<file path="config.mk">
export PLATFORM = sky130hd
export DESIGN_NAME = fp_dispatch_control
export DESIGN_NICKNAME = d
export VERILOG_FILES = /design/src/fp_dispatch_pkg.sv /design/src/fp_decide_if.sv /design/src/fp_decide.sv /design/src/fp_dispatch_control.sv
export SDC_FILE = /design/constraint.sdc
export NUM_CORES = 1
export LEC_CHECK = 0
export ABC_AREA = 1
export BUFFER_PORTS_ARGS = -buffer_cell sky130_fd_sc_hd__buf_2
export CORE_MARGIN = 5
export CORE_UTILIZATION = 37
export DETAILED_ROUTE_END_ITERATION = 16
export GPL_TIMING_DRIVEN = 0
export PLACE_DENSITY = 0.78
export SLEW_MARGIN = 40
export SYNTH_ARGS = -nofsm -noshare
export SYNTH_HDL_FRONTEND = slang
export SYNTH_HIERARCHICAL = 1
export SYNTH_SLANG_ARGS = --single-unit
export TNS_END_PERCENT = 10
</file>
<file path="constraint.sdc">
create_clock -name clk -period 1.39 [get_ports clk]
set_clock_uncertainty 0.1 [all_clocks]
set_input_delay 0.0695 -clock clk [delete_from_list [all_inputs] [get_ports clk]]
set_output_delay 0.0695 -clock clk [all_outputs]
set_load 0.02 [all_outputs]
</file>
<file path="src/fp_dispatch_pkg.sv">
// shared constants and types for the floating-point dispatch control block
package fp_dispatch_pkg;

    // register port geometry
    localparam int ADDR_W = 4;
    localparam int DATA_W = 32;

    // register byte offsets
    localparam logic [ADDR_W-1:0] CTRL_OFS   = 4'h0;
    localparam logic [ADDR_W-1:0] STATUS_OFS = 4'h4;
    localparam logic [ADDR_W-1:0] MASK_OFS   = 4'h8;
    localparam logic [ADDR_W-1:0] STATE_OFS  = 4'hc;

    // system control word field positions
    localparam int CTRL_TRAP_BIT    = 0;
    localparam int CTRL_MONITOR_BIT = 1;
    localparam int CTRL_NATIVE_BIT  = 2;
    localparam int CTRL_TASKSW_BIT  = 3;
    localparam int CTRL_W           = 4;
    localparam logic [CTRL_W-1:0] CTRL_RESET = 4'h0;

    // event status and mask field positions
    localparam int EV_UNAVAIL_BIT = 0;
    localparam int EV_NATIVE_BIT  = 1;
    localparam int EV_EXTERN_BIT  = 2;
    localparam int EV_HANG_BIT    = 3;
    localparam int EV_W           = 4;
    localparam logic [EV_W-1:0] STATUS_RESET = 4'h0;
    localparam logic [EV_W-1:0] MASK_RESET   = 4'h0;

    // read-only state register field positions
    localparam int STATE_HUNG_BIT = 0;
    localparam int STATE_NOHW_BIT = 1;

    // outcome of one dispatched instruction
    typedef enum logic [2:0] {
        OUT_NONE,
        OUT_EXEC,
        OUT_FAULT,
        OUT_HANG,
        OUT_SYNC_DONE
    } outcome_e;

    // top-level run state
    typedef enum logic {
        RUN_ST,
        HUNG_ST
    } run_e;

endpackage

</file>
<file path="src/fp_decide_if.sv">
// carrier between the dispatch controller and its decision logic
`timescale 1ns/1ns
interface fp_decide_if;
    import fp_dispatch_pkg::*;

    logic     fpSoftwareTrap;
    logic     monitorCoprocessorFlag;
    logic     taskSwitchedFp;
    logic     fpInstr;
    logic     fpSyncInstr;
    logic     noFpHw;
    logic     noHelper;
    outcome_e outcome;

    modport ctrl (
        output fpSoftwareTrap,
        output monitorCoprocessorFlag,
        output taskSwitchedFp,
        output fpInstr,
        output fpSyncInstr,
        output noFpHw,
        output noHelper,
        input  outcome
    );

    modport decide (
        input  fpSoftwareTrap,
        input  monitorCoprocessorFlag,
        input  taskSwitchedFp,
        input  fpInstr,
        input  fpSyncInstr,
        input  noFpHw,
        input  noHelper,
        output outcome
    );
endinterface

</file>
<file path="src/fp_decide.sv">
// combinational choice of how one instruction is dispatched
`timescale 1ns/1ns
module fp_decide
    import fp_dispatch_pkg::*;
(
    // flags and instruction class in, outcome out
    fp_decide_if.decide dec
);

    // sync instructions take priority over the plain floating-point path
    always_comb begin
        dec.outcome = OUT_NONE;
        if (dec.fpSyncInstr) begin
            if (dec.monitorCoprocessorFlag && dec.taskSwitchedFp) begin
                dec.outcome = OUT_FAULT;
            end else begin
                dec.outcome = OUT_SYNC_DONE;
            end
        end else if (dec.fpInstr) begin
            if (dec.fpSoftwareTrap && dec.noHelper) begin
                dec.outcome = OUT_HANG;
            end else if (dec.fpSoftwareTrap || dec.noFpHw) begin
                dec.outcome = OUT_FAULT;
            end else begin
                dec.outcome = OUT_EXEC;
            end
        end
    end

endmodule

</file>
<file path="src/fp_dispatch_control.sv">
// floating-point dispatch control: control word, dispatch, error routing, events
`timescale 1ns/1ns
module fp_dispatch_control
    import fp_dispatch_pkg::*;
#(
    parameter bit FP_HW_PRESENT = 1'b1
) (
    // clock and reset
    input  wire logic              clk,
    input  wire logic              reset,
    // register port
    input  wire logic [ADDR_W-1:0] regAddr,
    input  wire logic [DATA_W-1:0] regWrData,
    input  wire logic              regWrite,
    input  wire logic              regRead,
    output logic      [DATA_W-1:0] regRdData,
    // instruction issue
    input  wire logic              instrValid,
    input  wire logic              instrIsFp,
    input  wire logic              instrIsFpSync,
    input  wire logic              taskSwitchEvent,
    input  wire logic              numericError,
    // platform presence levels
    input  wire logic              coprocPresent,
    input  wire logic              emulatorPresent,
    // dispatch results
    output logic                   fpuExecute,
    output logic                   fpuUnavailableFault,
    output logic                   syncComplete,
    output logic                   fpErrorFault,
    output logic                   extErrorRequest,
    output logic                   coreHung,
    output logic                   irq
);

    // whole module state
    typedef struct packed {
        run_e              state;
        logic              fpSoftwareTrap;
        logic              monitorCoprocessorFlag;
        logic              nativeFpError;
        logic              taskSwitchedFp;
        logic [EV_W-1:0]   status;
        logic [EV_W-1:0]   mask;
        logic [DATA_W-1:0] rdData;
        logic              exec;
        logic              fault;
        logic              syncDone;
        logic              fpErr;
        logic              extErr;
        logic              hung;
        logic              irq;
    } state_s;

    state_s st_reg;
    state_s st_next;

    logic            noFpHw;
    logic            accept;
    logic [EV_W-1:0] evSet;
    logic [CTRL_W-1:0] ctrlWord;

    fp_decide_if dif ();

    fp_decide u_decide (
        .dec (dif.decide)
    );

    // hardware absence combines the build option with the coprocessor strap
    assign noFpHw   = !FP_HW_PRESENT && !coprocPresent;
    assign accept   = instrValid && (st_reg.state == RUN_ST);
    assign ctrlWord = {st_reg.taskSwitchedFp, st_reg.nativeFpError,
                       st_reg.monitorCoprocessorFlag, st_reg.fpSoftwareTrap};

    // feed the decision logic from the live control word
    assign dif.fpSoftwareTrap         = st_reg.fpSoftwareTrap;
    assign dif.monitorCoprocessorFlag = st_reg.monitorCoprocessorFlag;
    assign dif.taskSwitchedFp         = st_reg.taskSwitchedFp;
    assign dif.fpInstr                = accept && instrIsFp;
    assign dif.fpSyncInstr            = accept && instrIsFpSync;
    assign dif.noFpHw                 = noFpHw;
    assign dif.noHelper               = noFpHw && !emulatorPresent;

    // next-state logic: dispatch, error routing, registers and events
    always_comb begin
        st_next          = st_reg;
        evSet            = '0;
        st_next.exec     = 1'b0;
        st_next.fault    = 1'b0;
        st_next.syncDone = 1'b0;
        st_next.fpErr    = 1'b0;
        st_next.extErr   = 1'b0;
        st_next.rdData   = '0;

        // instruction outcome
        case (dif.outcome)
            OUT_EXEC: begin
                st_next.exec = 1'b1;
            end
            OUT_FAULT: begin
                st_next.fault          = 1'b1;
                evSet[EV_UNAVAIL_BIT]  = 1'b1;
            end
            OUT_SYNC_DONE: begin
                st_next.syncDone = 1'b1;
            end
            OUT_HANG: begin
                st_next.state       = HUNG_ST;
                evSet[EV_HANG_BIT]  = 1'b1;
            end
            default: begin
                st_next.exec = 1'b0;
            end
        endcase

        // unmasked numeric error routing
        if (numericError) begin
            if (st_reg.nativeFpError) begin
                st_next.fpErr        = 1'b1;
                evSet[EV_NATIVE_BIT] = 1'b1;
            end else begin
                st_next.extErr       = 1'b1;
                evSet[EV_EXTERN_BIT] = 1'b1;
            end
        end

        // control word write, task-switch event wins over a clearing write
        if (regWrite && regAddr == CTRL_OFS) begin
            st_next.fpSoftwareTrap         = regWrData[CTRL_TRAP_BIT];
            st_next.monitorCoprocessorFlag = regWrData[CTRL_MONITOR_BIT];
            st_next.nativeFpError          = regWrData[CTRL_NATIVE_BIT];
            st_next.taskSwitchedFp         = regWrData[CTRL_TASKSW_BIT];
        end
        if (taskSwitchEvent) begin
            st_next.taskSwitchedFp = 1'b1;
        end

        // mask write
        if (regWrite && regAddr == MASK_OFS) begin
            st_next.mask = regWrData[EV_W-1:0];
        end

        // register read, one cycle latency; unmapped reads return zero
        if (regRead) begin
            case (regAddr)
                CTRL_OFS: begin
                    st_next.rdData[CTRL_W-1:0] = ctrlWord;
                end
                STATUS_OFS: begin
                    st_next.rdData[EV_W-1:0] = st_reg.status;
                end
                MASK_OFS: begin
                    st_next.rdData[EV_W-1:0] = st_reg.mask;
                end
                STATE_OFS: begin
                    st_next.rdData[STATE_HUNG_BIT] = (st_reg.state == HUNG_ST);
                    st_next.rdData[STATE_NOHW_BIT] = noFpHw;
                end
                default: begin
                    st_next.rdData = '0;
                end
            endcase
        end

        // sticky status: read clears, a new event in the same cycle survives
        if (regRead && regAddr == STATUS_OFS) begin
            st_next.status = evSet;
        end else begin
            st_next.status = st_reg.status | evSet;
        end

        st_next.hung = (st_next.state == HUNG_ST);
        st_next.irq  = |(st_next.status & st_next.mask);

        // synchronous reset clears every flag and output
        if (reset) begin
            st_next.state                  = RUN_ST;
            st_next.fpSoftwareTrap         = CTRL_RESET[CTRL_TRAP_BIT];
            st_next.monitorCoprocessorFlag = CTRL_RESET[CTRL_MONITOR_BIT];
            st_next.nativeFpError          = CTRL_RESET[CTRL_NATIVE_BIT];
            st_next.taskSwitchedFp         = CTRL_RESET[CTRL_TASKSW_BIT];
            st_next.status                 = STATUS_RESET;
            st_next.mask                   = MASK_RESET;
            st_next.rdData                 = '0;
            st_next.exec                   = 1'b0;
            st_next.fault                  = 1'b0;
            st_next.syncDone               = 1'b0;
            st_next.fpErr                  = 1'b0;
            st_next.extErr                 = 1'b0;
            st_next.hung                   = 1'b0;
            st_next.irq                    = 1'b0;
        end
    end

    // state register
    always_ff @(posedge clk) begin
        st_reg <= st_next;
    end

    // outputs straight from the state register
    assign regRdData           = st_reg.rdData;
    assign fpuExecute          = st_reg.exec;
    assign fpuUnavailableFault = st_reg.fault;
    assign syncComplete        = st_reg.syncDone;
    assign fpErrorFault        = st_reg.fpErr;
    assign extErrorRequest     = st_reg.extErr;
    assign coreHung            = st_reg.hung;
    assign irq                 = st_reg.irq;

    // checks on dispatch and control behaviour
    AST_RESET_CLEARS: assert property (@(posedge clk)
        reset |=> !st_reg.fpSoftwareTrap && !st_reg.monitorCoprocessorFlag
                  && !st_reg.nativeFpError && !coreHung)
        else $error("control flags not cleared by reset");

    AST_EXEC_WHEN_CLEAR: assert property (@(posedge clk) disable iff (reset)
        accept && instrIsFp && !instrIsFpSync && !st_reg.fpSoftwareTrap && !noFpHw
        |=> fpuExecute && !fpuUnavailableFault)
        else $error("fp instruction not executed with trap clear");

    AST_TRAP_FAULTS: assert property (@(posedge clk) disable iff (reset)
        accept && instrIsFp && !instrIsFpSync && st_reg.fpSoftwareTrap
        && !(noFpHw && !emulatorPresent)
        |=> fpuUnavailableFault && !fpuExecute)
        else $error("fp instruction did not fault with trap set");

    AST_SYNC_IGNORES: assert property (@(posedge clk) disable iff (reset)
        accept && instrIsFpSync && !st_reg.monitorCoprocessorFlag
        |=> syncComplete && !fpuUnavailableFault)
        else $error("sync instruction reacted to task-switched flag");

    AST_SYNC_FAULTS: assert property (@(posedge clk) disable iff (reset)
        accept && instrIsFpSync && st_reg.monitorCoprocessorFlag && st_reg.taskSwitchedFp
        |=> fpuUnavailableFault && !syncComplete && st_reg.status[EV_UNAVAIL_BIT])
        else $error("sync instruction did not fault");

    AST_NATIVE_ROUTE: assert property (@(posedge clk) disable iff (reset)
        numericError && st_reg.nativeFpError |=> fpErrorFault && !extErrorRequest)
        else $error("numeric error not raised internally");

    AST_EXTERN_ROUTE: assert property (@(posedge clk) disable iff (reset)
        numericError && !st_reg.nativeFpError |=> extErrorRequest && !fpErrorFault)
        else $error("numeric error not sent external");

    AST_HANG_HOLDS: assert property (@(posedge clk) disable iff (reset)
        accept && instrIsFp && !instrIsFpSync && st_reg.fpSoftwareTrap
        && noFpHw && !emulatorPresent
        |=> coreHung [*4])
        else $error("processor did not hang without any helper");

    AST_HUNG_SILENT: assert property (@(posedge clk) disable iff (reset)
        coreHung |=> !fpuExecute && !syncComplete && !fpuUnavailableFault)
        else $error("instruction dispatched while hung");

    AST_NO_HW_FAULTS: assert property (@(posedge clk) disable iff (reset)
        accept && instrIsFp && !instrIsFpSync && noFpHw && !st_reg.fpSoftwareTrap
        |=> fpuUnavailableFault && !fpuExecute)
        else $error("missing hardware did not fault");

    AST_CTRL_READBACK: assert property (@(posedge clk) disable iff (reset)
        regWrite && regAddr == CTRL_OFS ##1 regRead && regAddr == CTRL_OFS
        && !$past(taskSwitchEvent)
        |=> regRdData[CTRL_W-1:0] == $past(regWrData[CTRL_W-1:0], 2))
        else $error("control word did not read back");

    // a hang is left only through reset
    AST_HUNG_STAYS: assert property (@(posedge clk) disable iff (reset)
        coreHung |=> coreHung)
        else $error("hang released without reset");

    // at most one dispatch answer per instruction
    AST_ONE_ANSWER: assert property (@(posedge clk) disable iff (reset)
        $onehot0({fpuExecute, fpuUnavailableFault, syncComplete}))
        else $error("more than one dispatch answer");

    // an external error always leaves its sticky status bit behind
    AST_EXTERN_STATUS: assert property (@(posedge clk) disable iff (reset)
        numericError && !st_reg.nativeFpError |=> st_reg.status[EV_EXTERN_BIT])
        else $error("external error status not set");

    // an internal error always leaves its sticky status bit behind
    AST_NATIVE_STATUS: assert property (@(posedge clk) disable iff (reset)
        numericError && st_reg.nativeFpError |=> st_reg.status[EV_NATIVE_BIT])
        else $error("internal error status not set");

    // read data stand only in the cycle after a read
    AST_READ_IDLE: assert property (@(posedge clk) disable iff (reset)
        !regRead |=> regRdData == 32'h0)
        else $error("read data outside a read answer");

endmodule

</file>
# == Yosys cells after proc, flatten, opt, wreduce, memory -nomap -nowiden ==
# Cells that the tools add are included.
# totals
out_inout_bits,39
elab_cells,57
regBits,51
input_bits,47
# classes
bitwise_logic,5
muxes,18
eq_ne,7
reduce_logical,12
# op_table
cell,n
two-way mux 1 bit,9
two-way mux 3 bit,3
equality test 4 bit (second input constant),2
two-way mux 4 bit,2
case mux 2 bit (4 select lines),1
logical AND 1 bit,7
equality test 3 x 2 -> 1 bit (second input constant),2
case mux 2 bit (3 select lines),1
bitwise AND 4 bit,1
equality test 4 x 3 -> 1 bit (second input constant),1
zero test 4 bit,1
two-way mux 2 bit,2
OR 4 bit,1
OR reduction 2 bit,2
OR reduction 4 bit,1
equality test 3 x 1 -> 1 bit (second input constant),1
equality test 3 bit (second input constant),1
inverter 1 bit,3
nonzero test 2 bit,1

# == Depth between registers and ports, before layout ==
# depth
ltp_word,11
depth_mapped,12
mapped_depth_nobuf,12

# == Modules after synthesis ==
# Netlist, hierarchy kept.
# modules_own_cells
module,n_inst,cells_per_inst,seq_area_each_um2,area_each_um2
fp_dispatch_control,1,162,460.4,1209.9
fp_decide,1,13,0.0,58.8

# == Least setup slack after synthesis ==
# No wires, ideal clock.
# synth_path
path_type,register to register
startpoint,register coreHung (netlist name)
endpoint,"register st_reg, in the netlist irq"
period_less_slack_ps,1569
n_path_buf,0
setup_slack_ps,-179
stages_incl_launch_ff,13
setup_ps,117
t_arrival_ps,1352
t_required_ps,1173
cell_sequence,dfxtp_1 > inv_1 > and3_1 > inv_1 > nand2_1 > a21oi_2 > inv_1 > nand3_1 > nand2_1 > nand2_1 > nand2_1 > nor2_1 > nor2_1
# synth_lines
item,line,source
"end signal, assigned",fp_dispatch_control.sv:197,st_reg <= st_next;
"end, declared",fp_dispatch_control.sv:55,state_s st_reg;

==> impl_metrics.csv <==
group,metric,value,unit
drt,drt.antenna.violating_nets,0,
finish,drive_gt1_frac,0.381,
place,hpwl,2.09,mm
worst_hold_path,hp-class,"input port to register",
sta,final-setup-viol-count,7,
drt,vias,1199,
cts,cts_buffer_depth,2,
outcome,violations,"negative setup slack",
worst_setup_path,end_kind,"register",
drt,dr.pass1.iters,4,
synthesis,yosys-top-cells-area,"dfxtp_1, buf_4, nand2_1",
power,pwr_density_cell,718,mW/mm^2
job,maxCapViolCount,0,
worst_setup_path,arrival,1680,ps
place,io_buffers,27,
worst_setup_path,endpoint,"irq",
worst_setup_path,crit_chain,"inv_4, and3_4, inv_2, nor2_2, nand2_1, nand2_2, nand3_2, nand2_1, nand2_1, nand2_1, nor2_1, nor2_1",
drt,wirelength,2.80,mm
place,gp_congestion,0.832,
drt,drt_iter0_drc,39,
sta,hold_viol,0,
finish,largest_reg_flops,8,
finish,area_growth,42.1,%
finish,finalCoreUtilization,0.540,
finish,fillCellCount,314,
floorplan,io_pins,86,
drt,drc,0,
synthesis,yosysTopAreaCell,"dfxtp_1",
worst_setup_path,path_class,"register to register",
global_routing,grt_max_degree,14,
power,peakVddDrop,0.270,mV
synthesis,synth_edf_count,0,
outcome,status,"finished, violations left",
synthesis,syn_inst,175,
finish,design_area,0.00180,mm^2
finish,num-nets-final,300,
sta,rsz0062_at_grt,"yes",
synthesis,ys_seq_elements,23,
drt,via_per_inst,4.02,
worst_setup_path,cp.buffers_inverters,2,
synthesis,synth_most_common_cell,"nand2_1",
global_routing,antenna_found_initial,0,
synthesis,yosysSeqAreaShare,0.363,
worst_setup_path,reg2reg_to,"irq",
cts,clk_pin_slew,130,ps
synthesis,synth_top_flop_cell,"dfxtp_1",
synthesis,yosysUniqueCellTypes,24,
synthesis,synth_top_area_frac,0.363,
cts,clock_latency,310,ps
floorplan,die-area,0.00470,mm^2
sta,period_needed,1520,ps
worst_setup_path,crit_fanout,4,
sta,fin_ws,-131,ps
floorplan,coreArea,0.00334,mm^2
global_routing,globalRouteTotalUtil,0.124,
place,dpl_cell_area,0.00159,mm^2
worst_setup_path,crit_required,1550,ps
cts,cts_max_level,1,
sta,slew_violations,0,
worst_setup_path,crit_path_start_kind,"register",
floorplan,chipHeight,68.6,um
sta,fin_crit_sh,1.09,
synthesis,mappedNetlistArea,0.00127,mm^2
worst_setup_path,crit_top_cell,"nand2_1",
worst_hold_path,hold_depth,3,
global_routing,overflow,0,
power,p_leak,0.979,nW
synthesis,yosysWarnings,6,
worst_setup_path,rrSetupSlack,-130,ps
worst_setup_path,r2r_cells,12,
cts,cts_root_buf,"clkbuf_4",
synthesis,async_flop_share,0,
worst_setup_path,critPathTopFamily,"simple AND/OR/NAND/NOR gates",
worst_setup_path,cp-startpoint,"coreHung",
floorplan,die_x,68.6,um
cts,clkSinkCount,23,
worst_setup_path,cpMaxStageDelayCell,"dfxtp_4",
global_routing,grt_pass1_vias,1028,
synthesis,postSynthAreaPerCell,7.25,um^2
worst_setup_path,critPathMaxStageDelay,370,ps
floorplan,rows,21,
sta,hold-worst-slack,10.3,ps
cts,tritoncts,"yes",
worst_setup_path,critical_path_depth,12,
sta,fmax,658,MHz
synthesis,synthTopCellsByCount,"nand2_1, buf_4, dfxtp_1",
drt,post_drt_wl_per_cell,9.38,um
worst_setup_path,r2r-start,"coreHung",
floorplan,start_util,0.380,
global_routing,grt_first_pass_wirelength,4.32,mm
cts,cts_made_buffers,3,
finish,antenna-diode-count,0,
[cell usage in the layout (no fill, tap or decap)]
cell type and n:
dlygate4sd3_1 12, a211oi_1 1, conb_1 30, nor2_4 1, buf_2 28, nand2_1 47
a21oi_2 1, nand2_4 1, nand4_1 4, nor4_1 2, inv_4 1, clkbuf_4 3
inv_1 10, dfxtp_4 1, o211ai_1 1, a21oi_4 1, clkbuf_1 1, nor2_8 1
and3_4 2, nand3_2 5, inv_2 6, buf_4 37, nor2_1 7, nor2_2 2
clkinv_2 2, a21oi_1 15, nand2_2 4, dfxtp_1 22, nand3_1 4
[worst min path at each step]
stage / startpoint / end / slack [ps]
after floorplan: regWrData[0] / dif.fpSoftwareTrap / 110
after global placement: taskSwitchEvent / dif.taskSwitchedFp / 210
after detailed placement: taskSwitchEvent / dif.taskSwitchedFp / 240
after CTS: regWrite / st_reg[39] / 7
after global routing: regWrite / st_reg[39] / 10
final: regWrite / st_reg[39] / 10
[metrics by stage]
stage | instances | worst slack (ps) | setup TNS (ps) | total power (W)
2_1_floorplan | 204 | 2.79 | 0 | 0.000895
3_3_place_gp | 277 | -96.5 | -96.5 | 0.000947
3_5_place_dp | 277 | -137 | -137 | 0.000950
4_1_cts | 298 | -78.0 | -147 | 0.00130
5_1_grt | 298 | -220 | -1090 | 0.00136
6_report | 298 | -131 | -464 | 0.00129
[metal layers]
metal  share of wire  global-route usage
met1            0.44               0.152
met2            0.46               0.190
met3           0.080              0.0292
met4           0.024              0.0844
met5               0                   0
[cell type report]
class	instances	area (um^2)	share of cell area
Buffer	34	249	0.138
Clock buffer	3	22.5	0.0125
Clock inverter	1	5.00	0.00278
Inverter	18	71.3	0.0396
Multi-Input combinational cell	129	641	0.355
Sequential cell	23	464	0.257
Tap cell	46	57.6	0.0319
Timing Repair Buffer	44	293	0.162
[what timing repair did]
action | CTS | global route
endpoints found under the hold margin | 16 | 0
endpoints found under the setup margin | 1 | 8
setup buffers | 5 | 0
pin swaps | 5 | 10
hold buffers | 12 | 0
gates resized for setup | 8 | 3
[cells by family after synthesis]
family	Yosys count	share of synthesized area
and+or+nand+nor	80	0.302
DFF	23	0.363
other	1	0.00296
buffers and inverters	52	0.250
AOI/OAI and AO/OA	19	0.0819
[report_power, final]
group | internal [W] | switching, W | leakage (nW) | total, W
combinational | 0.000130 | 0.000172 | 0.774 | 0.000302
sequential | 0.000672 | 0.00000800 | 0.187 | 0.000680
clock | 0.000108 | 0.000205 | 0.0177 | 0.000313
[worst reg2reg max path: cells and delay by family (launching register included)]
family | cells | cell delay (ps)
buf+inv | 2 | 90
flops | 1 | 370
simple gates | 10 | 920
(Power assumes the default switching activity.)
